$ cat config.mk
export PLATFORM = sky130hd
export DESIGN_NAME = aetx_framer
export DESIGN_NICKNAME = d
export VERILOG_FILES = /design/src/shared/aetx_pkg.sv /design/src/shared/aetx_if.sv /design/src/hw/aetx_framer.sv /design/src/hw/aetx_status_tx.sv
export VERILOG_INCLUDE_DIRS = /design/src /design/src/shared
export SDC_FILE = /design/constraint.sdc
export NUM_CORES = 1
export LEC_CHECK = 0
export ABC_AREA = 1
export BUFFER_PORTS_ARGS = -buffer_cell sky130_fd_sc_hd__buf_2
export CORE_ASPECT_RATIO = 0.8
export CORE_UTILIZATION = 40
export DETAILED_ROUTE_END_ITERATION = 8
export PLACE_DENSITY_LB_ADDON = 0.25
export SETUP_SLACK_MARGIN = 0.05
export SYNTH_ARGS = -nofsm -noshare
export SYNTH_HDL_FRONTEND = slang
export SYNTH_HIERARCHICAL = 1
export SYNTH_SLANG_ARGS = --single-unit
$ cat constraint.sdc
create_clock -name CLK -period 4.9 [get_ports CLK]
set_input_delay 0.245 -clock CLK [delete_from_list [all_inputs] [get_ports CLK]]
set_output_delay 0.245 -clock CLK [all_outputs]
set_load 0.02 [all_outputs]
$ cat src/shared/aetx_defines.svh
// Constants of the transmit-request frame parser and status responder.
`ifndef AETX_DEFINES_SVH
`define AETX_DEFINES_SVH
`define AETX_DELIM       8'h7E
`define AETX_TYPE_TX     8'h10
`define AETX_TYPE_EXP    8'h11
`define AETX_TYPE_ST     8'h89
`define AETX_TYPE_XST    8'h8B
`define AETX_CHK_OK      8'hFF
`define AETX_ZERO8       8'h00
`define AETX_OFF_TYPE    16'h0003
`define AETX_OFF_FID     16'h0004
`define AETX_OFF_DEST_E  16'h000C
`define AETX_OFF_SEP     16'h000F
`define AETX_OFF_DEP     16'h0010
`define AETX_OFF_CLU_H   16'h0011
`define AETX_OFF_CLU_L   16'h0012
`define AETX_OFF_PRO_H   16'h0013
`define AETX_OFF_PRO_L   16'h0014
`define AETX_OFF_RAD_X   16'h0015
`define AETX_OFF_OPT_X   16'h0016
`define AETX_OFF_RAD_T   16'h000F
`define AETX_OFF_OPT_T   16'h0010
`define AETX_HDR_TX      16'h000E
`define AETX_HDR_EXP     16'h0014
`define AETX_EP_DATA     8'hE8
`define AETX_EP_RSV_LO   8'hDC
`define AETX_EP_RSV_HI   8'hEE
`define AETX_CLU_DATA    16'h0011
`define AETX_CLU_LOOP    16'h0012
`define AETX_BCAST       64'h0000_0000_0000_FFFF
`define AETX_ADDR16_UNK  16'hFFFE
`define AETX_OPT_NOACK   0
`define AETX_MTH_HI      7
`define AETX_MTH_LO      6
`define AETX_ST_LEN_X    8'h07
`define AETX_ST_LEN_P    8'h03
`define AETX_ST_LAST_X   4'hA
`define AETX_ST_LAST_P   4'h6
`define AETX_ST_SUM_IDX  4'h3
`define AETX_PROFILE_DEF 16'h5A5A
`endif

$ cat src/shared/aetx_pkg.sv
// Types shared by the frame parser and the status responder.
`default_nettype none
package aetx_pkg;
   typedef enum logic [2:0] {
      AETX_IDLE   = 3'b000,
      AETX_LEN_HI = 3'b001,
      AETX_LEN_LO = 3'b010,
      AETX_BODY   = 3'b011,
      AETX_WAIT   = 3'b100
   } aetx_state_t;

   typedef struct packed {
      aetx_state_t st;
      logic [15:0] len;
      logic [15:0] pos;
      logic [7:0]  sum;
      logic [7:0]  ftype;
      logic [7:0]  fid;
      logic [63:0] dest;
      logic [7:0]  sep;
      logic [7:0]  dep;
      logic [15:0] clu;
      logic [15:0] pro;
      logic [7:0]  hops;
      logic [7:0]  opts;
      logic        bad;
      logic [7:0]  pl_data;
      logic        pl_valid;
      logic        good;
      logic        drop;
      logic        start;
   } aetx_fr_t;

   typedef struct packed {
      logic       busy;
      logic       ext;
      logic [7:0] fid;
      logic [7:0] stat;
      logic [7:0] retry;
      logic [3:0] idx;
      logic [7:0] sum;
      logic [7:0] data;
      logic       valid;
   } aetx_st_t;
endpackage
`default_nettype wire

$ cat src/shared/aetx_if.sv
// Hand-off of one status request from the parser to the status responder.
`default_nettype none
interface aetx_if;
   logic       start;
   logic       ext;
   logic [7:0] fid;
   logic [7:0] stat;
   logic [7:0] retry;
   logic       busy;
   modport src (output start, ext, fid, stat, retry, input busy);
   modport snk (input start, ext, fid, stat, retry, output busy);
endinterface
`default_nettype wire

$ cat src/hw/aetx_framer.sv
// Parser for plain and explicit-addressing transmit request frames.
// Function
// RULE1 - Frames open with delimiter 7E, then the length field.
// RULE2 - Length counts bytes between length field and checksum.
// RULE3 - Checksum is FF minus the byte sum from offset 3.
// RULE4 - Offset 3 holds frame type: 11 explicit, 10 plain.
// RULE5 - Explicit request is answered with status type 8B, same frame ID.
// RULE6 - Plain request is answered with status type 89, same frame ID.
// RULE7 - Frame ID zero suppresses the status response.
// RULE8 - Host gives unicast address or the broadcast value at offset 5.
// RULE9 - Host uses all-ones destination for sixteen-bit addressing.
// RULE10 - Reserved word at offset 13 is ignored, normally FFFE.
// RULE11 - Source endpoint sits at offset 15, E8 for serial data.
// RULE12 - Destination endpoint sits at offset 16, E8 for serial data.
// RULE13 - Cluster at offset 17, transparent data cluster 11.
// RULE14 - Profile at offset 19, family profile for serial data.
// RULE15 - Radius at 21 limits broadcast hops; zero uses default hop limit.
// RULE16 - Options at 22; zero uses default transmit options setting.
// RULE17 - Payload runs from 23 to checksum, within the maximum payload.
// RULE18 - Endpoints DC to EE are reserved; E6 is device object.
// RULE19 - Point-to-point variant maps endpoints outside reserved range to E8.
// RULE20 - Loopback cluster 0012 on data endpoint echoes; absent in point-to-point.
// RULE21 - Options bit 0 disables unicast acknowledgments.
// RULE22 - Options bits 7:6 pick delivery method; 00 is invalid. The code accepts 00 and passes it through on TX_METHOD.
// RULE23 - Multi-byte fields arrive most significant byte first.
// RULE24 - Frames with a bad checksum are dropped without status.
`include "aetx_defines.svh"
`default_nettype none
module aetx_framer
#(
   parameter logic [15:0] PROFILE_DEFAULT = `AETX_PROFILE_DEF // Arbitrary value.
)
(
   // Clock and reset.
   input  wire logic        CLK,
   input  wire logic        RESET,
   // Request bytes from the host.
   input  wire logic [7:0]  RX_DATA,
   input  wire logic        RX_VALID,
   output var  logic        RX_READY,
   // Settings.
   input  wire logic [15:0] MAX_PAYLOAD_BYTES_SETTING,
   input  wire logic [7:0]  DEFAULT_TRANSMIT_OPTIONS_SETTING,
   input  wire logic [7:0]  DEFAULT_HOP_LIMIT_SETTING,
   input  wire logic        POINT_TO_POINT_MODE,
   // Payload bytes toward the radio.
   output var  logic [7:0]  PL_DATA,
   output var  logic        PL_VALID,
   input  wire logic        PL_READY,
   // Frame verdict and fields toward the radio.
   output var  logic        PKT_GOOD,
   output var  logic        PKT_DROP,
   output var  logic        PKT_EXPLICIT,
   output var  logic [7:0]  TX_FRAME_ID,
   output var  logic [63:0] TX_DEST,
   output var  logic [7:0]  TX_SRC_EP,
   output var  logic [7:0]  TX_DST_EP,
   output var  logic [15:0] TX_CLUSTER,
   output var  logic [15:0] TX_PROFILE,
   output var  logic [7:0]  TX_HOPS,
   output var  logic [7:0]  TX_OPTIONS,
   output var  logic        TX_BCAST,
   output var  logic        TX_NO_ACK,
   output var  logic [1:0]  TX_METHOD,
   output var  logic        TX_LOOPBACK,
   // Transmit result from the radio.
   input  wire logic        TX_DONE,
   input  wire logic [7:0]  TX_RESULT,
   input  wire logic [7:0]  TX_RETRIES,
   // Status frame bytes toward the host.
   output var  logic [7:0]  ST_DATA,
   output var  logic        ST_VALID,
   input  wire logic        ST_READY
);
   aetx_pkg::aetx_fr_t r_r;
   aetx_pkg::aetx_fr_t r_nxt;
   aetx_if             st_if ();
   logic               acc;
   logic               is_exp;
   logic [15:0]        cnt;

   //--------------------------------------------------------------------
   // Helpers
   //--------------------------------------------------------------------

   // Header bytes from type to options, per frame type.
   function automatic logic [15:0] hdr_len(input logic [7:0] t);
      return (t == `AETX_TYPE_EXP) ? `AETX_HDR_EXP : `AETX_HDR_TX;
   endfunction

   // Endpoint seen by the radio, remapped in point-to-point mode.
   function automatic logic [7:0] ep_map(input logic [7:0] b, input logic p2p);
      return (p2p && (b < `AETX_EP_RSV_LO || b > `AETX_EP_RSV_HI)) ? `AETX_EP_DATA : b;
   endfunction

   assign acc    = RX_VALID && RX_READY;
   assign is_exp = (r_r.ftype == `AETX_TYPE_EXP);
   assign cnt    = 16'(r_r.pos - `AETX_OFF_TYPE);

   // Stall the host while a payload byte waits or a result is pending.
   assign RX_READY = !r_r.pl_valid && r_r.st != aetx_pkg::AETX_WAIT
                     && !(r_r.st == aetx_pkg::AETX_IDLE && st_if.busy);

   //--------------------------------------------------------------------
   // Frame parser
   //--------------------------------------------------------------------

   // Next state of the parser.
   always_comb
   begin
      r_nxt       = r_r;
      r_nxt.good  = 1'b0;
      r_nxt.drop  = 1'b0;
      r_nxt.start = 1'b0;
      if (r_r.pl_valid && PL_READY)
         r_nxt.pl_valid = 1'b0;
      case (r_r.st)
         aetx_pkg::AETX_IDLE:
            if (acc && RX_DATA == `AETX_DELIM) // see RULE1
               r_nxt.st = aetx_pkg::AETX_LEN_HI;
         aetx_pkg::AETX_LEN_HI:
            if (acc)
            begin
               r_nxt.len[15:8] = RX_DATA; // see RULE23
               r_nxt.st        = aetx_pkg::AETX_LEN_LO;
            end
         aetx_pkg::AETX_LEN_LO:
            if (acc)
            begin
               r_nxt.len[7:0] = RX_DATA; // see RULE2
               r_nxt.pos      = `AETX_OFF_TYPE;
               r_nxt.sum      = `AETX_ZERO8;
               r_nxt.bad      = 1'b0;
               r_nxt.st       = aetx_pkg::AETX_BODY;
            end
         aetx_pkg::AETX_BODY:
            if (acc)
            begin
               r_nxt.sum = 8'(r_r.sum + RX_DATA);
               r_nxt.pos = 16'(r_r.pos + 16'h0001);
               if (cnt == r_r.len)
               begin
                  // Checksum byte: commit only a clean, known frame.
                  if (!r_r.bad && cnt != 16'h0000 && r_nxt.sum == `AETX_CHK_OK) // see RULE3
                  begin
                     r_nxt.good = 1'b1;
                     r_nxt.st   = aetx_pkg::AETX_WAIT;
                  end
                  else
                  begin
                     r_nxt.drop = 1'b1; // see RULE24
                     r_nxt.st   = aetx_pkg::AETX_IDLE;
                  end
               end
               else if (r_r.pos == `AETX_OFF_TYPE)
               begin
                  // Type byte: defaults for the plain request, size checks.
                  r_nxt.ftype = RX_DATA; // see RULE4
                  r_nxt.sep   = `AETX_EP_DATA;
                  r_nxt.dep   = `AETX_EP_DATA;
                  r_nxt.clu   = `AETX_CLU_DATA;
                  r_nxt.pro   = PROFILE_DEFAULT;
                  r_nxt.bad   = (RX_DATA != `AETX_TYPE_TX && RX_DATA != `AETX_TYPE_EXP)
                                || r_r.len < hdr_len(RX_DATA)
                                || 16'(r_r.len - hdr_len(RX_DATA)) > MAX_PAYLOAD_BYTES_SETTING; // see RULE17
               end
               else if (r_r.pos == `AETX_OFF_FID)
                  r_nxt.fid = RX_DATA;
               else if (r_r.pos <= `AETX_OFF_DEST_E)
                  r_nxt.dest = {r_r.dest[55:0], RX_DATA}; // see RULE23
               else if (r_r.pos < `AETX_OFF_SEP)
               begin
                  // Reserved word is consumed and ignored.
               end
               else if (is_exp && r_r.pos == `AETX_OFF_SEP)
                  r_nxt.sep = ep_map(RX_DATA, POINT_TO_POINT_MODE); // see RULE19
               else if (is_exp && r_r.pos == `AETX_OFF_DEP)
                  r_nxt.dep = ep_map(RX_DATA, POINT_TO_POINT_MODE); // see RULE19
               else if (is_exp && r_r.pos == `AETX_OFF_CLU_H)
                  r_nxt.clu[15:8] = RX_DATA;
               else if (is_exp && r_r.pos == `AETX_OFF_CLU_L)
                  r_nxt.clu[7:0] = RX_DATA;
               else if (is_exp && r_r.pos == `AETX_OFF_PRO_H)
                  r_nxt.pro[15:8] = RX_DATA;
               else if (is_exp && r_r.pos == `AETX_OFF_PRO_L)
                  r_nxt.pro[7:0] = RX_DATA;
               else if (r_r.pos == (is_exp ? `AETX_OFF_RAD_X : `AETX_OFF_RAD_T))
                  r_nxt.hops = (RX_DATA == `AETX_ZERO8) ? DEFAULT_HOP_LIMIT_SETTING : RX_DATA; // see RULE15
               else if (r_r.pos == (is_exp ? `AETX_OFF_OPT_X : `AETX_OFF_OPT_T))
                  r_nxt.opts = (RX_DATA == `AETX_ZERO8) ? DEFAULT_TRANSMIT_OPTIONS_SETTING
                                                        : RX_DATA; // see RULE16
               else if (!r_r.bad)
               begin
                  r_nxt.pl_data  = RX_DATA;
                  r_nxt.pl_valid = 1'b1;
               end
            end
         aetx_pkg::AETX_WAIT:
            if (TX_DONE)
            begin
               r_nxt.st    = aetx_pkg::AETX_IDLE;
               r_nxt.start = (r_r.fid != `AETX_ZERO8); // see RULE7
            end
         default:
            r_nxt.st = aetx_pkg::AETX_IDLE;
      endcase
   end

   // State register with synchronous reset.
   always_ff @(posedge CLK)
   begin
      if (RESET)
         r_r <= '0;
      else
         r_r <= r_nxt;
   end

   //--------------------------------------------------------------------
   // Outputs and status responder
   //--------------------------------------------------------------------

   // Registered fields, plus flags derived from them.
   assign PL_DATA      = r_r.pl_data;
   assign PL_VALID     = r_r.pl_valid;
   assign PKT_GOOD     = r_r.good;
   assign PKT_DROP     = r_r.drop;
   assign PKT_EXPLICIT = is_exp;
   assign TX_FRAME_ID  = r_r.fid;
   assign TX_DEST      = r_r.dest;
   assign TX_SRC_EP    = r_r.sep;
   assign TX_DST_EP    = r_r.dep;
   assign TX_CLUSTER   = r_r.clu;
   assign TX_PROFILE   = r_r.pro;
   assign TX_HOPS      = r_r.hops;
   assign TX_OPTIONS   = r_r.opts;
   assign TX_BCAST     = (r_r.dest == `AETX_BCAST);
   assign TX_NO_ACK    = r_r.opts[`AETX_OPT_NOACK] && !TX_BCAST; // see RULE21
   assign TX_METHOD    = r_r.opts[`AETX_MTH_HI:`AETX_MTH_LO]; // see RULE22
   assign TX_LOOPBACK  = is_exp && r_r.dep == `AETX_EP_DATA
                         && r_r.clu == `AETX_CLU_LOOP && !POINT_TO_POINT_MODE; // see RULE20

   // Status request carries the frame kind and the radio's result.
   assign st_if.start = r_r.start;
   assign st_if.ext   = is_exp; // see RULE5, see RULE6
   assign st_if.fid   = r_r.fid;
   assign st_if.stat  = TX_RESULT;
   assign st_if.retry = TX_RETRIES;

   aetx_status_tx u_status
   (
      .CLK      (CLK),
      .RESET    (RESET),
      .req      (st_if.snk),
      .ST_DATA  (ST_DATA),
      .ST_VALID (ST_VALID),
      .ST_READY (ST_READY)
   );
endmodule
`default_nettype wire

$ cat src/hw/aetx_status_tx.sv
// Status responder: serialises one transmit status frame per request.
`include "aetx_defines.svh"
`default_nettype none
module aetx_status_tx
(
   // Clock and reset.
   input  wire logic CLK,
   input  wire logic RESET,
   // Request from the parser.
   aetx_if.snk       req,
   // Outgoing serial byte stream.
   output var  logic [7:0] ST_DATA,
   output var  logic       ST_VALID,
   input  wire logic       ST_READY
);
   aetx_pkg::aetx_st_t r_r;
   aetx_pkg::aetx_st_t r_nxt;
   logic [3:0]         last;
   logic [7:0]         sum_nxt;

   // Table of frame bytes; the checksum slot is filled by the caller.
   function automatic logic [7:0] byte_at(input logic [3:0] i, input aetx_pkg::aetx_st_t s);
      logic [7:0] b;
      b = `AETX_ZERO8;
      case (i)
         4'h0: b = `AETX_DELIM;
         4'h2: b = s.ext ? `AETX_ST_LEN_X : `AETX_ST_LEN_P;
         4'h3: b = s.ext ? `AETX_TYPE_XST : `AETX_TYPE_ST;
         4'h4: b = s.fid;
         4'h5: b = s.ext ? 8'(`AETX_ADDR16_UNK >> 8) : s.stat;
         4'h6: b = s.ext ? 8'(`AETX_ADDR16_UNK & 16'h00FF) : `AETX_ZERO8;
         4'h7: b = s.retry;
         4'h8: b = s.stat;
         default: b = `AETX_ZERO8;
      endcase
      return b;
   endfunction

   assign last     = r_r.ext ? `AETX_ST_LAST_X : `AETX_ST_LAST_P;
   assign sum_nxt  = (r_r.idx >= `AETX_ST_SUM_IDX) ? 8'(r_r.sum + r_r.data) : r_r.sum;
   assign req.busy = r_r.busy;
   assign ST_DATA  = r_r.data;
   assign ST_VALID = r_r.valid;

   // Next state: load on a request, advance one byte per accepted beat.
   always_comb
   begin
      r_nxt = r_r;
      if (!r_r.busy && req.start)
      begin
         r_nxt.busy  = 1'b1;
         r_nxt.ext   = req.ext;
         r_nxt.fid   = req.fid;
         r_nxt.stat  = req.stat;
         r_nxt.retry = req.retry;
         r_nxt.idx   = 4'h0;
         r_nxt.sum   = `AETX_ZERO8;
         r_nxt.data  = `AETX_DELIM;
         r_nxt.valid = 1'b1;
      end
      else if (r_r.valid && ST_READY)
      begin
         if (r_r.idx == last)
         begin
            r_nxt.busy  = 1'b0;
            r_nxt.valid = 1'b0;
         end
         else
         begin
            r_nxt.idx  = 4'(r_r.idx + 4'h1);
            r_nxt.sum  = sum_nxt;
            r_nxt.data = (r_nxt.idx == last) ? 8'(`AETX_CHK_OK - sum_nxt)
                                             : byte_at(r_nxt.idx, r_r);
         end
      end
   end

   // State register with synchronous reset.
   always_ff @(posedge CLK)
   begin
      if (RESET)
         r_r <= '0;
      else
         r_r <= r_nxt;
   end
endmodule
`default_nettype wire

==> metrics.cfg, run 1 <==
[status]
outcome=completed

[synthesis]
synth-xor-area-share=0.0145
synth_cell_types=59
netlist_area_sq_um=15700
syn_area_per_cell_sq_um=6.39
synth_top_family_by_area=simple AND/OR/NAND/NOR gates
synth_nets=2566
synth_compound_area_frac=0.0862
yosys-top-cells-count=nand2_1 (613), nor2_1 (402), inv_1 (321)
yosysSeqAreaShare=0.313
ys.warnings.count=6
synth-adder-area-share=0.0368
synthCells=2458
synthMuxAreaShare=0
synth_top_cell_by_area=dfxtp_1
ys_seq_elements=246
synth_top_area_frac=0.313
synthFlopType=dfxtp_1
yosys.area_share.simple=0.365
synthArstFlopShare=0
yosysMostFrequentCell=nand2_1
synth_edf_count=0
ys_top_cells_by_area=dfxtp_1 (31%), nand2_1 (15%), nor2_1 (9.6%)

[timing]
setup_viol=0
maxSlewViolCount=0
min_period_over_period=0.731
tns_ns=0
fmax_mhz=279
slew_headroom=0.295
holdWs_ns=0.0349
finalHoldViolations=0
fin_worst_skew_ns=0.0285
worst_slew_pin_slew_ns=1.06
rsz0062_at_grt=false
layout_min_cycle_time_ns=3.58

[detailed_routing]
postRouteAntennaNets=0
drt-pass1-iter-count=7
drc=0
drt_iter0_drc=1303
via_count=14900
post_drt_wl_per_cell_microns=16.4
avgViaCountPerCell=4.92
routed_wl_microns=49600

[place]
io_buffers=225
dp_hpwl_microns=36900
gp_congestion=0.946

[critical_path]
cp.arrival_ns=4.03
crit_required_ns=5.35
start_kind=register
critPathMaxFanout=104
cp-end-kind=register
crit_type=reg -> reg
ff2ff_setup_slack_ns=1.32

[clocking]
insertion_delay_ns=0.58
cts.path.max_buffers=3
path_clk_slew_ns=0.07
clk_root_buffer_cell=clkbuf_16
cts_tree=yes
htreeDepth=1
clock-sinks=246
postCtsSetupBuffers=0
numCtsBuffers=29

[pwr]
vdd_ir_drop_max_mv=0.279
cellPowerDensity_nw_per_um2=314
p_leak_nw=9.13

[cells_and_area]
fillers=4082
area_growth_pct=8.62
fin_util=0.444
layout-drive-gt1-share=0.153
finalNetCount=2617

[job]
drv_cap=0

[floorplanning]
pin_count=226
core_sq_um=38400
die_x_microns=224
die_h_microns=179
dieArea_sq_um=40100
initial_core_util=0.409
num_rows=64

[min_path]
hold_class=in -> reg

[grt]
antenna_found_initial=2
grt_first_pass_wirelength_microns=76000
grt_use_total=0.242
overflow=0
grt_pass1_vias=13500
grt_max_degree=105

==> flip-flops by register name, summed over array words and instances (netlist names), 8 cells and up <==
signal	flops
TX_SRC_EP	8
r_r	52
u_status/r_r	37
TX_CLUSTER	16
PL_DATA	8
TX_DEST	64
TX_OPTIONS	8
TX_FRAME_ID	8
TX_HOPS	8
TX_DST_EP	8
u_status/ST_DATA	8
TX_PROFILE	16
==> placed cells by master (no fill, tap or decap), types with 4 or more instances in the layout <==
master	Yosys	layout
dfxtp_1	246	246
o31ai_1	4	4
ha_1	43	43
nand3_2	11	11
nand3_1	122	122
dlygate4sd3_1	0	18
o21ai_0	86	86
nor2_2	13	13
or2_2	8	8
nor2_4	11	11
inv_1	321	320
nand2_1	613	613
nand4_2	5	5
o211ai_1	5	5
nand2_2	12	12
clkbuf_8	0	6
nor4_1	24	24
o21ai_1	12	12
clkbuf_16	0	29
nor2_1	402	402
xor2_1	20	20
and3_1	4	4
inv_2	18	18
buf_4	170	14
a21oi_2	6	6
a21oi_1	96	96
a211oi_1	11	11
nor3_1	33	33
buf_2	21	225
clkbuf_1	36	4
clkinv_2	0	9
nand4_1	41	41
nand2_4	6	6
xnor2_1	6	6
==> through the flow <==
step / power [W] / instance area (sq um) / worst slack (ns) / cells
detailed placement: 0.00330 / 16000 / 0.807 / 2955
CTS: 0.00539 / 17100 / 1.38 / 3025
global placement: 0.00329 / 16000 / 1.01 / 2955
finish: 0.00535 / 17100 / 1.32 / 3026
global route: 0.00565 / 17100 / 0.859 / 3025
floorplan: 0.00302 / 15700 / 1.36 / 2458
==> path summary, 6_finish.rpt <==
kind,endpoint,start,depth (start not counted)
max reg2reg,TX_DEST[43],r_r[165],17
max,TX_DEST[43],r_r[165],17
min reg2reg,TX_PROFILE[8],TX_PROFILE[8],2
min,u_status/r_r[36],TX_RESULT[7],3
==> layout make-up <==
cell class	instances	area, sq um	share of cell area
clock buffer	39	823	0.0482
timing repair buffer	258	1430	0.0838
inverter	342	1290	0.0756
clock inverter	13	78.8	0.00462
sequential	246	4920	0.288
antenna	1	2.50	0.000147
multi-input combinational	1632	7900	0.463
tap	495	619	0.0363
==> critical path, stage by stage, from the launching register on <==
cell	delay, ns
dfxtp_1	0.51
ha_1	0.41
inv_2	0.09
nand2_2	0.19
nor2_4	0.07
nand2_1	0.10
nand2_1	0.09
nand2_1	0.09
nand2_1	0.07
nor2_1	0.14
nand3_2	0.14
nor2_4	0.20
nor2_8	0.05
nand2_4	0.72
buf_4	0.33
nand2_1	0.06
nand2_1	0.06
nor2_1	0.05
==> report_power, final <==
group | switching, W | internal, W
clock | 0.000901 | 0.00117
sequential | 0.000101 | 0.00208
combinational | 0.000713 | 0.000383
total | 0.00172 | 0.00364
==> per-layer routing <==
metal  vias up  GRT usage  wire length [microns]  share of wire
met5         -          0                     10        0.00020
met3        58     0.0464                   3710          0.075
met1      6736      0.357                  24400           0.49
met4         2     0.0471                    806          0.016
li1       7633          -                      -              -
met2       461      0.362                  20700           0.42
==> what timing repair did <==
action	4_1_cts	5_1_grt
resized for setup	0	0
hold buffers	18	0
hold endpoints to repair	18	0
endpoints found under the setup margin	0	0
==> logic make-up after synthesis <==
family	Yosys count
AND/OR/NAND/NOR	1319
adder cells (fa/ha/maj)	45
flip-flops	246
XOR/XNOR	26
buffers and inverters	580
AO/OA/AOI/OAI	242
(Power assumes the default switching activity.)
==> run 2, diff against run 1 <==
==> constraint.sdc (replaced) <==
create_clock -name CLK -period 3.1 [get_ports CLK]
set_input_delay 0.155 -clock CLK [delete_from_list [all_inputs] [get_ports CLK]]
set_output_delay 0.155 -clock CLK [all_outputs]
set_load 0.02 [all_outputs]
==> metrics.cfg, run 2 (same netlist as run 1, synthesis figures left out) <==
[timing]
fin_worst_skew_ns=0.0167  ; was 0.0285 ns
fmax_mhz=330
finalHoldViolations=0  ; unchanged
rsz0062_at_grt=true  ; was false
slew_headroom=0.383  ; was 0.295
worst_slew_pin_slew_ns=0.924  ; was 1.06 ns
tns_ns=0  ; unchanged
maxSlewViolCount=0  ; unchanged
setup_viol=0  ; unchanged
fin_ws_ns=0.0735  ; was 1.32 ns
min_period_over_period=0.976
layout_min_cycle_time_ns=3.03
holdWs_ns=0.0476  ; was 0.0349 ns

[clocking]
cts_tree=yes  ; unchanged
htreeDepth=1  ; unchanged
cts.path.max_buffers=3  ; unchanged
clk_root_buffer_cell=clkbuf_16  ; unchanged
clock-sinks=246  ; unchanged
numCtsBuffers=28  ; was 29
path_clk_slew_ns=0.06  ; was 0.07 ns
insertion_delay_ns=0.56  ; was 0.58 ns

[pwr]
p_seq_frac=0.387  ; was 0.408
p_int_w=0.00607  ; was 0.00364 W
p_comb_frac=0.232  ; was 0.205
clock_power_share=0.380  ; was 0.388
cellPowerDensity_nw_per_um2=498  ; was 314 nW/um^2
swShare=0.316  ; was 0.320
vdd_ir_drop_max_mv=0.330  ; was 0.279 mV
p_sw_w=0.00281  ; was 0.00172 W
p_leak_nw=9.51  ; was 9.13 nW

[grt]
grt_max_degree=85  ; was 105
antenna_found_initial=1  ; was 2
grt_first_pass_wirelength_microns=76000  ; about the same
grt_pass1_vias=14000  ; was 13,500
grt_use_total=0.239  ; was 0.242
overflow=0  ; unchanged

[detailed_routing]
routed_wl_microns=48800  ; was 49,600 microns
drt-pass1-iter-count=5  ; was 7
drt_iter0_drc=938  ; was 1,303
post_drt_wl_per_cell_microns=15.8  ; was 16.4 microns
postRouteAntennaNets=0  ; unchanged
via_count=15200  ; was 14,900
drc=0  ; unchanged
avgViaCountPerCell=4.93  ; was 4.92

[critical_path]
crit_path_frequent_cell=nor2_1  ; was nand2_1
cp-end-kind=register  ; unchanged
crit_required_ns=3.54  ; was 5.35 ns
ff2ff_setup_slack_ns=0.11  ; was 1.32 ns
cp_slowest_stage_delay_ns=0.30  ; was 0.72 ns
setup.worst_path.start=RX_DATA[3]  ; was r_r[165]
start_kind=input port  ; was register
cp.arrival_ns=3.47  ; was 4.03 ns
crit_path_cell_trace=buf_4 > nor3_4 > nand3_2 > nor3_4 > nand2_2 > ha_4 > a21o_1 > a31oi_4 > nand3_2 > nor2_1 > nand2_1 > nor2_2 > nand3_2 > nor3_2 > xor2_1 > ha_1 > a21oi_2 > o21ai_1 > a21oi_2 > nand2_1 > a21oi_2 > nor2_1 > nor2_1 > nor2_1  ; was ha_1 > inv_2 > nand2_2 > nor2_4 > nand2_1 > nand2_1 > nand2_1 > nand2_1 > nor2_1 > nand3_2 > nor2_4 > nor2_8 > nand2_4 > buf_4 > nand2_1 > nand2_1 > nor2_1
critPathMaxFanout=3  ; was 104
r2r_start=r_r[182]  ; was r_r[165]
worstRegToRegCells=21  ; was 17
crit_type=in -> reg  ; was reg -> reg
crit_end=r_r[12]  ; was TX_DEST[43]
cp_slowest_cell=ha_1  ; was nand2_4
r2r_end=r_r[12]  ; was TX_DEST[43]

[cells_and_area]
final_common_cell=nand2_1  ; unchanged
largest_reg_flops=64  ; unchanged
area_growth_pct=13.5  ; was 8.62%
layout-drive-gt1-share=0.178  ; was 0.153
fillers=4059  ; was 4,082
finalNetCount=2688  ; was 2,617
multi_input_area_sq_um=8010  ; was 7900 sq um
fin_util=0.464  ; was 0.444
regArea_sq_um=4930  ; was 4920 sq um
layout_common_cells=nand2_1 (612), nor2_1 (401), inv_1 (318)  ; was nand2_1 (613), nor2_1 (402), inv_1 (320)

[floorplanning]
die_x_microns=224  ; unchanged
die_h_microns=179  ; unchanged
num_rows=64  ; unchanged
dieArea_sq_um=40100  ; unchanged
pin_count=226  ; unchanged
core_sq_um=38400  ; unchanged
initial_core_util=0.409  ; unchanged

[place]
dpl_worst_slack_ns=-0.669  ; was 0.807 ns
io_buffers=225  ; unchanged
gp_congestion=0.937  ; was 0.946
dp_hpwl_microns=36500  ; was 36,900 microns

[job]
drv_cap=0  ; unchanged

[min_path]
hold_class=in -> reg  ; unchanged

[status]
outcome=completed  ; unchanged

run 2: changes by cell type in the layout (fill, tap and decap cells not counted), sizes merged:
cell	before	now
clkinv	14	9
clkbuf	39	41
dlygate4sd3	18	32
bufinv	0	1
buf	240	298
run 2: area by class of cell:
| cell class | instances | share of cell area |
|---|---|---|
| antenna | 1 | 0.000140 |
| multi-input combinational | 1632 | 0.449 |
| clock buffer | 41 | 0.0483 |
| clock inverter | 9 | 0.00428 |
| inverter | 342 | 0.0724 |
| sequential | 246 | 0.276 |
| tap | 495 | 0.0347 |
| timing repair buffer | 330 | 0.115 |
run 2: how the worst min path moves through the flow:
stage                                                   start          endpoint  slack (ns)  depth (start not counted)
after floorplan                                       TX_DONE       st_if.start        0.28                          2
after global placement                          TX_RETRIES[6]  u_status/r_r[27]        0.41                          3
after detailed placement                             PL_READY          PL_VALID        0.41                          4
after CTS                                          RX_DATA[1]          r_r[182]        0.03                          4
after global routing      DEFAULT_TRANSMIT_OPTIONS_SETTING[6]     TX_OPTIONS[6]        0.07                          5
final                     DEFAULT_TRANSMIT_OPTIONS_SETTING[6]     TX_OPTIONS[6]        0.05                          5
run 2: what timing repair did:
item                                    4_1_cts  5_1_grt
cloned                                        0        0
endpoints found under the setup margin        1        1
setup buffers                                 1        5
pin swaps                                     4       10
hold endpoints to repair                     32        0
hold buffers                                 32        0
resized for setup                             5       17
run 2: worst max-delay path: cells and delay by family:
kind | cells | cell delay [ns]
and+or+nand+nor | 14 | 1.62
AOI/OAI and AO/OA | 6 | 0.85
adders and majority gates | 2 | 0.53
xor gates and xnor gates | 1 | 0.20
buffers and inverters | 1 | 0.13
run 2: layer usage:
metal  wire (microns)  GRT usage
met5               12          0
met4             1170     0.0634
met3             3120     0.0436
met2            20800      0.371
met1            23700      0.339
run 2: metrics by stage:
stage	cells	power, W	area (sq um)
finish	3096	0.00888	17800
global route	3095	0.00935	17800
CTS	3090	0.00886	17700
detailed placement	3007	0.00540	16400
global placement	3007	0.00532	16400
floorplan	2458	0.00479	15700
run 2: power by group through the flow:
stage	registers (W)	clock network (W)	logic [W]
2_1_floorplan	0.00346	0	0.00133
3_3_place_gp	0.00350	0	0.00182
3_5_place_dp	0.00350	0	0.00189
4_1_cts	0.00343	0.00346	0.00196
5_1_grt	0.00345	0.00359	0.00230
6_report	0.00344	0.00338	0.00206
